==> config.mk <==
export PLATFORM = sky130hd
export DESIGN_NAME = ser_status
export DESIGN_NICKNAME = d
export VERILOG_FILES = /design/src/ser_pkg.sv /design/src/ser_status.sv
export VERILOG_INCLUDE_DIRS = /design/src
export SDC_FILE = /design/constraint.sdc
export NUM_CORES = 1
export LEC_CHECK = 0
export ABC_CLOCK_PERIOD_IN_PS = 5200
export BUFFER_PORTS_ARGS = -buffer_cell sky130_fd_sc_hd__buf_2
export CAP_MARGIN = 20
export CORE_MARGIN = 8
export CORE_UTILIZATION = 60
export CTS_CLUSTER_SIZE = 8
export DETAILED_ROUTE_END_ITERATION = 7
export PLACE_DENSITY = 0.84
export SYNTH_ARGS = -nofsm -noshare
export SYNTH_HDL_FRONTEND = slang
export SYNTH_SLANG_ARGS = --single-unit
==> constraint.sdc <==
create_clock -name sys_clk -period 5.2 [get_ports sys_clk]
set_input_delay 0.26 -clock sys_clk [delete_from_list [all_inputs] [get_ports sys_clk]]
set_output_delay 0.26 -clock sys_clk [all_outputs]
set_load 0.01 [all_outputs]
==> src/ser_params.svh <==
// Register map, field widths and reset values of the status event reporting block
`ifndef SER_PARAMS_SVH
`define SER_PARAMS_SVH
`define SER_REG_W          15
`define SER_ADDR_W         8
`define SER_OFF_ALM_COND   8'h00
`define SER_OFF_ALM_EVENT  8'h04
`define SER_OFF_ALM_ENABLE 8'h08
`define SER_OFF_OPR_COND   8'h10
`define SER_OFF_OPR_EVENT  8'h14
`define SER_OFF_OPR_ENABLE 8'h18
`define SER_OFF_QUE_COND   8'h20
`define SER_OFF_QUE_EVENT  8'h24
`define SER_OFF_QUE_ENABLE 8'h28
`define SER_OFF_CONTROL    8'h30
`define SER_CTRL_CLS_BIT   0
`define SER_CTRL_PRE_BIT   1
`define SER_CTRL_PSC_BIT   2
`define SER_ZERO_REG       15'h0000
`define SER_ZERO_WORD      32'h0000_0000
`define SER_PAD_W          17
`define SER_GROUPS         3
`endif

==> src/ser_pkg.sv <==
// Types shared by the status event reporting block
package ser_pkg;
	typedef logic [14:0] ser_reg_t;
	typedef struct packed {
		ser_reg_t cond;
		ser_reg_t event_r;
		ser_reg_t enable;
	} ser_group_s;
endpackage : ser_pkg

==> src/ser_status.sv <==
// Status event reporting: alarm, operation and questionable groups behind an APB slave
//
// Summary of operation
// (RULE_01) Condition registers follow the monitored inputs every cycle, without latching.
// (RULE_02) Condition registers are read-only; reading them changes nothing.
// (RULE_03) Every group register reads as 15 bits, value 0 to 32767.
// (RULE_04) Event registers latch condition events bit by bit as sticky flags.
// (RULE_05) A set event bit ignores further events on that bit.
// (RULE_06) Event bits clear on event register read or on clear-status.
// (RULE_07) Event registers ignore host writes.
// (RULE_08) Enable registers mask which event bits reach the summary.
// (RULE_09) Enable registers store and return any written 15-bit value.
// (RULE_10) Status preset clears all three enable registers.
// (RULE_11) Power-on clearing of enables depends on the stored power-on-clear setting.
// (RULE_12) Three independent groups, each with condition, event and enable registers.
// (RULE_13) Group summary is high when event AND enable is non-zero.
// (RULE_14) Event bit sets on the rising edge of its condition bit.
//
// A transfer takes one wait state: pready is a flop that rises the cycle after the
// first access-phase edge and stands for exactly one cycle.
// Condition pins are asynchronous and pass two flops before any logic reads them,
// so a pin change shows in its condition register on the third edge.
// Writes to condition and event words are accepted without error and have no effect.
// Reading an event word clears it in that access; a rising edge in that cycle is kept.
// The power-on-clear setting is not reset; software writes the control word first.
//
// Design decisions made here: the APB slave port and the address map.
`timescale 1ns/1ps
`include "ser_params.svh"

module ser_status (
	input  wire logic                   sys_clk,
	input  wire logic                   reset,
	input  wire logic [`SER_REG_W-1:0]  alm_cond_in,
	input  wire logic [`SER_REG_W-1:0]  opr_cond_in,
	input  wire logic [`SER_REG_W-1:0]  que_cond_in,
	input  wire logic                   psel,
	input  wire logic                   penable,
	input  wire logic                   pwrite,
	input  wire logic [`SER_ADDR_W-1:0] paddr,
	input  wire logic [31:0]            pwdata,
	output logic      [31:0]            prdata,
	output logic                        pready,
	output logic                        pslverr,
	output logic                        alm_summary,
	output logic                        opr_summary,
	output logic                        que_summary
);

	// Condition pins: raw, first and second synchroniser stage, rising bits
	ser_pkg::ser_reg_t      raw_in       [`SER_GROUPS];
	ser_pkg::ser_reg_t      sync1        [`SER_GROUPS];
	ser_pkg::ser_reg_t      sync2        [`SER_GROUPS];
	ser_pkg::ser_reg_t      rise         [`SER_GROUPS];

	// Group registers and their next values
	ser_pkg::ser_group_s    grp          [`SER_GROUPS];
	ser_pkg::ser_group_s    next_grp     [`SER_GROUPS];
	logic [`SER_GROUPS-1:0] next_summary;

	// Address map, one entry per group
	logic [`SER_ADDR_W-1:0] off_cond     [`SER_GROUPS];
	logic [`SER_ADDR_W-1:0] off_event    [`SER_GROUPS];
	logic [`SER_ADDR_W-1:0] off_enable   [`SER_GROUPS];

	// Decoded register selects
	logic [`SER_GROUPS-1:0] sel_cond;
	logic [`SER_GROUPS-1:0] sel_event;
	logic [`SER_GROUPS-1:0] sel_enable;
	logic [`SER_GROUPS-1:0] sel_grp;
	logic                   sel_control;
	logic                   sel_any;

	// Bus qualifiers and decoded actions
	logic                   access;
	logic                   wr;
	logic                   rd;
	logic [`SER_GROUPS-1:0] rd_event;
	logic [`SER_GROUPS-1:0] wr_enable;
	logic                   wr_control;
	logic                   cls;
	logic                   preset;

	// Read data sources
	logic [31:0]            grp_word     [`SER_GROUPS];
	logic [31:0]            ctrl_word;
	logic [31:0]            rd_word;

	// Power-on-clear setting, bus answer and summary outputs
	logic                   psc;
	logic                   next_psc;
	logic [31:0]            next_prdata;
	logic                   next_pready;
	logic                   next_pslverr;
	logic                   next_alm_summary;
	logic                   next_opr_summary;
	logic                   next_que_summary;

	assign raw_in[0] = alm_cond_in;
	assign raw_in[1] = opr_cond_in;
	assign raw_in[2] = que_cond_in;

	assign off_cond[0]   = `SER_OFF_ALM_COND;
	assign off_event[0]  = `SER_OFF_ALM_EVENT;
	assign off_enable[0] = `SER_OFF_ALM_ENABLE;

	assign off_cond[1]   = `SER_OFF_OPR_COND;
	assign off_event[1]  = `SER_OFF_OPR_EVENT;
	assign off_enable[1] = `SER_OFF_OPR_ENABLE;

	assign off_cond[2]   = `SER_OFF_QUE_COND;
	assign off_event[2]  = `SER_OFF_QUE_EVENT;
	assign off_enable[2] = `SER_OFF_QUE_ENABLE;

	// Only the first access-phase cycle is taken: the registered pready
	// masks the second cycle of the same transfer, so nothing acts twice.
	assign access      = psel && penable && !pready;
	assign wr          = access && pwrite;
	assign rd          = access && !pwrite;
	assign sel_control = (paddr == `SER_OFF_CONTROL);
	assign wr_control  = wr && sel_control;
	assign cls         = wr_control && pwdata[`SER_CTRL_CLS_BIT];
	assign preset      = wr_control && pwdata[`SER_CTRL_PRE_BIT];
	assign sel_any     = (|sel_grp) || sel_control;

	genvar g;
	generate
		for (g = 0; g < `SER_GROUPS; g++) begin : gen_grp
			// Register selects of this group
			assign sel_cond[g]   = (paddr == off_cond[g]);
			assign sel_event[g]  = (paddr == off_event[g]);
			assign sel_enable[g] = (paddr == off_enable[g]);
			assign sel_grp[g]    = sel_cond[g] || sel_event[g] || sel_enable[g];

			// Accesses that change state in this group
			assign rd_event[g]   = rd && sel_event[g];
			assign wr_enable[g]  = wr && sel_enable[g];

			// A bit rises when the synchronised pin is high and the condition register still low
			assign rise[g]       = sync2[g] & ~grp[g].cond; // [RULE_14]

			// Two flops per pin; only the second stage feeds any logic
			always_ff @(posedge sys_clk) begin
				sync1[g] <= raw_in[g];
				sync2[g] <= sync1[g];
			end

			// Zero after reset: a condition already high then is seen as a new event
			always_comb begin
				next_grp[g].cond = sync2[g]; // [RULE_01]
				if (reset) begin
					next_grp[g].cond = `SER_ZERO_REG;
				end
			end

			always_ff @(posedge sys_clk) begin
				grp[g].cond <= next_grp[g].cond;
			end

			always_comb begin
				next_grp[g].event_r = grp[g].event_r;
				// Clear first, then new rising edges: an edge that meets the clear is kept
				if (cls || rd_event[g]) begin
					next_grp[g].event_r = `SER_ZERO_REG; // [RULE_06]
				end
				// Already-set bits just stay set, so repeats have no effect
				next_grp[g].event_r = next_grp[g].event_r | rise[g]; // [RULE_04] [RULE_05]
				if (reset) begin
					next_grp[g].event_r = `SER_ZERO_REG;
				end
			end

			always_ff @(posedge sys_clk) begin
				grp[g].event_r <= next_grp[g].event_r;
			end

			always_comb begin
				next_grp[g].enable = grp[g].enable;
				if (wr_enable[g]) begin
					next_grp[g].enable = pwdata[`SER_REG_W-1:0]; // [RULE_09]
				end
				if (preset) begin
					next_grp[g].enable = `SER_ZERO_REG; // [RULE_10]
				end
				// Enables survive reset unless the power-on-clear setting is on
				if (reset && psc) begin
					next_grp[g].enable = `SER_ZERO_REG; // [RULE_11]
				end else if (reset) begin
					next_grp[g].enable = grp[g].enable; // [RULE_11]
				end
			end

			always_ff @(posedge sys_clk) begin
				grp[g].enable <= next_grp[g].enable;
			end

			// Built from next values so the summary moves on the same edge as the event bit
			always_comb begin
				next_summary[g] = |(next_grp[g].event_r & next_grp[g].enable); // [RULE_08] [RULE_13]
			end

			// Read word of this group; the three selects never overlap
			always_comb begin
				grp_word[g] = `SER_ZERO_WORD;
				if (sel_cond[g]) begin
					grp_word[g] = {{`SER_PAD_W{1'h0}}, grp[g].cond}; // [RULE_02] [RULE_03]
				end
				if (sel_event[g]) begin
					grp_word[g] = {{`SER_PAD_W{1'h0}}, grp[g].event_r}; // [RULE_03]
				end
				if (sel_enable[g]) begin
					grp_word[g] = {{`SER_PAD_W{1'h0}}, grp[g].enable}; // [RULE_03]
				end
			end
		end
	endgenerate

	// Action bits are pulses and read back as zero; only the stored setting shows
	always_comb begin
		ctrl_word                    = `SER_ZERO_WORD;
		ctrl_word[`SER_CTRL_PSC_BIT] = psc;
	end

	// Selects are exclusive, so OR-ing the sources forms the read mux
	always_comb begin
		rd_word = `SER_ZERO_WORD;
		if (sel_control) begin
			rd_word = ctrl_word;
		end
		for (int s = 0; s < `SER_GROUPS; s++) begin
			rd_word = rd_word | grp_word[s];
		end
	end

	always_comb begin
		next_psc = psc;
		if (wr_control) begin
			next_psc = pwdata[`SER_CTRL_PSC_BIT];
		end
	end

	// Stands for a nonvolatile bit: reset leaves it alone, so its power-up
	// value is unknown until software writes the control word.
	always_ff @(posedge sys_clk) begin
		psc <= next_psc;
	end

	// The answer strobe: one cycle high per taken access
	always_comb begin
		next_pready = 1'h0;
		if (!reset && access) begin
			next_pready = 1'h1;
		end
	end

	always_ff @(posedge sys_clk) begin
		pready <= next_pready;
	end

	// Unmapped addresses answer with an error and zero data
	always_comb begin
		next_pslverr = 1'h0;
		if (!reset && access && !sel_any) begin
			next_pslverr = 1'h1;
		end
	end

	always_ff @(posedge sys_clk) begin
		pslverr <= next_pslverr;
	end

	// Write answers return zero; condition and event writes are dropped [RULE_02] [RULE_07]
	always_comb begin
		next_prdata = `SER_ZERO_WORD;
		if (!reset && rd && sel_any) begin
			next_prdata = rd_word; // [RULE_12]
		end
	end

	always_ff @(posedge sys_clk) begin
		prdata <= next_prdata;
	end

	always_comb begin
		next_alm_summary = next_summary[0];
		next_opr_summary = next_summary[1];
		next_que_summary = next_summary[2];
		if (reset) begin
			next_alm_summary = 1'h0;
			next_opr_summary = 1'h0;
			next_que_summary = 1'h0;
		end
	end

	// The summary outputs come straight from these flops
	always_ff @(posedge sys_clk) begin
		alm_summary <= next_alm_summary;
		opr_summary <= next_opr_summary;
		que_summary <= next_que_summary;
	end
endmodule : ser_status

# Word level (Yosys, flattened, before mapping)
# Memory sizes are Yosys's and may differ from the RTL's.
# Cells that the tools add are included.
dict set report classes {
  n_eq_ne 9
  muxes 33
  bitwise_logic 15
  reduce_logical 37
}
# op n
set ops {}
lappend ops {{$mux 15} 26}
lappend ops {{$mux 32} 4}
lappend ops {{$and 15x15->15} 6}
lappend ops {{$or 32x32->32} 2}
lappend ops {{$not 15->15} 3}
lappend ops {{$or 15x15->15} 3}
lappend ops {{$reduce_or 15->1} 3}
lappend ops {{$eq 8x6->1 const B} 4}
lappend ops {{$or 32x15->32} 1}
lappend ops {{$eq 8x5->1 const B} 3}
lappend ops {{$logic_and 1x1->1} 18}
lappend ops {{$logic_or 1x1->1} 10}
lappend ops {{$eq 8x3->1 const B} 1}
lappend ops {{$eq 8x4->1 const B} 1}
lappend ops {{$logic_not 8->1} 1}
lappend ops {{$logic_not 1->1} 4}
lappend ops {{$mux 3} 1}
lappend ops {{$reduce_or 3->1} 1}
lappend ops {{$mux 1} 2}
dict set report totals {
  register_bits 38
  ramBits 225
  inputBits 90
  output_inout_bits 37
  wordCells 104
  memories 3
}
# memory words width read_ports rd_ports_with_merged_regs wr line_no
set mem_list {}
lappend mem_list {grp 3 45 3 0 3 ser_status.sv:57} ;# ser_pkg::ser_group_s grp [`SER_GROUPS];
lappend mem_list {sync1 3 15 3 0 3 ser_status.sv:52} ;# ser_pkg::ser_reg_t sync1 [`SER_GROUPS];
lappend mem_list {sync2 3 15 3 0 3 ser_status.sv:53} ;# ser_pkg::ser_reg_t sync2 [`SER_GROUPS];

# Depth between registers and ports, before layout
dict set report logic_depth {
  depth_word 11
  mapped_depth 11
  mapped_depth_nobuf 7
}

# Worst setup path before layout
# No wires, ideal clock.
dict set report synth_path {
  path_kind {input -> register}
  from {input port paddr[4]}
  to {register que_summary}
  setup_ns 0.137
  arrival_ns 2.473
  t_required_ns 5.063
  path_slack_ns 2.590
  stages 10
  path_buffers 3
  cell_sequence {or4b_1 buf_2 or4_4 buf_6 buf_6 and3_1 a21oi_1 nor3_1 a2111oi_2 nand4_1}
}
dict set report synth_between {
  elab_chain_cells 9
  elab_cells_between_ends 18
  classes_between {3 x eq/ne; 6 x mux; 2 x bitwise; 7 x reduce/logical}
}
# item line_no
set synth_rtl {}
lappend synth_rtl {{start: declaration} ser_status.sv:40} ;# input wire logic [`SER_ADDR_W-1:0] paddr,
lappend synth_rtl {{$eq 8x6->1 (no line)} --}
lappend synth_rtl {{$logic_and 1x1->1} ser_status.sv:121} ;# assign wr_control = wr && sel_control;
lappend synth_rtl {{$logic_and 1x1->1} ser_status.sv:122} ;# assign cls = wr_control && pwdata[`SER_CTRL_CLS_BIT];
lappend synth_rtl {{$logic_or 1x1->1} ser_status.sv:163} ;# if (cls || rd_event[g]) begin
lappend synth_rtl {{$mux 15} ser_status.sv:163}
lappend synth_rtl {{$or 15x15->15} ser_status.sv:167} ;# next_grp[g].event_r = next_grp[g].event_r | rise[g];
lappend synth_rtl {{$mux 15} ser_status.sv:168} ;# if (reset) begin
lappend synth_rtl {{$and 15x15->15 *} ser_status.sv:199} ;# next_summary[g] = |(next_grp[g].event_r & next_grp[g].enable);
lappend synth_rtl {{$reduce_or 15->1 *} ser_status.sv:199}
lappend synth_rtl {{end signal: assignment} ser_status.sv:299} ;# que_summary <= next_que_summary;
lappend synth_rtl {{end: declaration} ser_status.sv:47} ;# output logic que_summary
# Every way passes the cells marked *; elsewhere a longest branch is shown, timed or not.
# A chain may end at the register's enable or synchronous reset.

# Worst setup path after layout
dict set report layout_path {
  from {register pready}
  to {register alm_summary}
}
dict set report layout_between {
  elab_chain_cells 11
  elab_cells_between_ends 19
  classes_between {6 x mux; 2 x bitwise; 11 x reduce/logical}
}
# item line_no
set layout_rtl {}
lappend layout_rtl {{start: declaration} ser_status.sv:43} ;# output logic pready,
lappend layout_rtl {{start signal: assignment} ser_status.sv:257} ;# pready <= next_pready;
lappend layout_rtl {{$logic_not 1->1 *} ser_status.sv:117} ;# assign access = psel && penable && !pready;
lappend layout_rtl {{$logic_and 1x1->1 *} ser_status.sv:117}
lappend layout_rtl {{$logic_and 1x1->1} ser_status.sv:118} ;# assign wr = access && pwrite;
lappend layout_rtl {{$logic_and 1x1->1} ser_status.sv:121}
lappend layout_rtl {{$logic_and 1x1->1} ser_status.sv:122}
lappend layout_rtl {{$logic_or 1x1->1} ser_status.sv:163}
lappend layout_rtl {{$mux 15} ser_status.sv:163}
lappend layout_rtl {{$or 15x15->15} ser_status.sv:167}
lappend layout_rtl {{$mux 15} ser_status.sv:168}
lappend layout_rtl {{$and 15x15->15 *} ser_status.sv:199}
lappend layout_rtl {{$reduce_or 15->1 *} ser_status.sv:199}
lappend layout_rtl {{end signal: assignment} ser_status.sv:297} ;# alm_summary <= next_alm_summary;
lappend layout_rtl {{end: declaration} ser_status.sv:45} ;# output logic alm_summary,
# Marks and branches as above.

==> results.toml <==
[synthesis]
synthCells = 787
synth-main-ff-cell = "dfxtp_1"
synth.avg_cell_area_um2 = 10.48
synth-edff-count = 1
yosysWarnings = 0
synth_most_common_cell = "dfxtp_1"
netlist_area_um2 = 8252
ys_top_cells_by_area = "dfxtp_1 59%, nor2b_1 3.9%, a22oi_1 3.5%"
synth_seq_cells = 246
yosys.area.top_type_share_pct = 59.44
synth_cell_types = 57
synth_common_cells = "245 x dfxtp_1, 51 x nor2b_1, 49 x inv_1, 48 x nand2_1, 47 x a21oi_1"
ys_seq_area_share_pct = 59.80
synth_top_area_cell = "dfxtp_1"
async_flop_share_pct = 0

[placement]
port-buffer-count = 92
routabilityCongestion = 0.9633
hpwl_mm = 14.48

[grt]
gr-usage-all-layers_pct = 25.95
grt-ovfl-total = 0
grt_pass1_vias = 6970
grt_max_degree = 54
grt_pass1_wl_mm = 36.85
antenna_found_initial = 0

[routing]
drcViolationCount = 4
drt_iter0_drc = 1041
drt_first_pass_iters = 8
wire_per_inst_um = 20.79
num_vias = 6860
wl_mm = 23.24
antenna_left = 0
via_per_inst = 6.136

[final_layout]
area.sequential_um2 = 4935
drive_gt1_share_pct = 18.55
antennaDiodeCount = 0
fillCellCount = 907
syn2layout_area_growth_pct = 24.00
multi_input_area_um2 = 2874
fin_util_pct = 74.88
nets = 1026

[power_and_ir_drop]
power.density_nw_per_um2 = 415.4
power_leakage_uw = 0.004365
ir_worst_vdd_mv = 0.3799

[setup_path]
crit_path_start_kind = "flop"
critPathMaxFanout = 15
critPathKind = "flop to flop"
cp-end-kind = "flop"
required_ns = 5.52
critPathArrivalTime_ns = 3.81
reg2reg_from = "pready"
startpoint = "pready"
r2r_cells = 7

[floorplan]
start_util_pct = 60.38
core-area_um2 = 13670
die_y_um = 133.3
io_pins = 127
num_rows = 43
die_x_um = 133.3
dieArea_um2 = 17760

[timing]
setup_viol = 0
min_period_over_period_pct = 67.19
holdWs_ns = 0.05952
hold_viol = 0
max_freq_mhz = 286.2
drv_slew = 0
rsz0062_at_grt = "no"
period_minus_slack_ns = 3.494
finalClockSkew_ns = 0.02036
slew_headroom_pct = 35.35
worst_pin_slew_ns = 0.9625
fin_setup_tns_ns = 0

[cts]
htree_levels = 2
clock-sinks = 246
cts_resized = 0
cts_tree = "done"
clk_path_buf_depth = 3
root_buffer = "clkbuf_16"
clock_latency_ns = 0.51
post-cts-setup-buffers = 0
numCtsBuffers = 36
path_clk_slew_ns = 0.05
cts_hold_buf = 46

[hold_path]
hold_depth = 3
min-delay-start = "pwdata[5]"
hold_path_class = "primary input to flop"

[outcome]
outcome = "finished with violations"
violations = "DRC"

[run]
cap_violations = 0
-- flip-flops by register name, summed over array words and instances (netlist names) --
name / flops
pslverr: 1
psc: 1
que_summary: 1
prdata: 15
grp: 135
sync2: 45
pready: 1
sync1: 45
alm_summary: 1
opr_summary: 1
-- per-layer routing --
| layer | vias up | share of wire [%] | track usage (%) |
|---|---|---|---|
| li1 | 3062 | - | - |
| met1 | 3122 | 37 | 32.11 |
| met2 | 560 | 44 | 39.15 |
| met3 | 116 | 13 | 7.794 |
| met4 | 0 | 5.5 | 15.66 |
| met5 | - | 0 | 0 |
-- metrics by stage --
step                total power, µW  setup slack, ns  instances  area [µm²]
floorplan                      2186            2.590        803        8312
global placement               2254            1.697       1031        8821
detailed placement             2261            1.654       1031        8821
CTS                            4255            1.856       1117       10220
global route                   4402            1.741       1118       10230
finish                         4250            1.706       1118       10230
-- worst max-delay path, cell delays in order (launching register included) --
cell and delay (ns):
dfxtp_1 0.33, nand4bb_2 0.43, or4_1 0.99, mux2i_1 0.41, a211oi_1 0.10, a2111o_1 0.47
a2111oi_2 0.37, nand4_1 0.21
-- report_power, final --
| group | switching [µW] | internal (µW) | total, µW |
|---|---|---|---|
| logic | 118 | 103 | 221 |
| clock network | 745 | 1230 | 1980 |
| registers | 52.8 | 2000 | 2050 |
-- final cells by class --
class                      instances  share of cell area (%)
tap                              180                   2.201
clock inverter                     2                  0.2446
clock buffer                      38                   8.975
inverter                          49                   1.798
sequential                       246                   48.23
timing repair buffer             158                   10.47
multi-input combinational        445                   28.09
-- final timing paths --
check	to	slack, ns
worst min-delay path	grp[2][5]	0.06
worst max register to register	alm_summary	1.71
worst min register to register	sync2[0][14]	0.32
worst max-delay path	alm_summary	1.71
-- cell usage in the layout (no fill, tap or decap), types with 32 or more instances in the layout --
master         synthesis  final
nor2_1                33     33
buf_2                  8     92
a21oi_1               47     47
dfxtp_1              245    245
nand3_1               38     38
nor2b_1               51     51
dlygate4sd3_1          0     46
a22oi_1               39     39
clkbuf_16              0     36
nand2_1               48     48
inv_1                 49     49
a22o_1                32     32
-- cell families (layout without fill, tap and decap cells) --
logic type      Yosys count  count (layout)  share of synthesized area, %
compound gates          180             180                         16.50
mux                       6               6                        0.8795
buf+inv                 112             247                         6.566
flops                   246             246                         59.80
other cells               1              17                       0.04545
simple gates            242             242                         16.21
No activity file was read; power rests on OpenSTA's default activity.
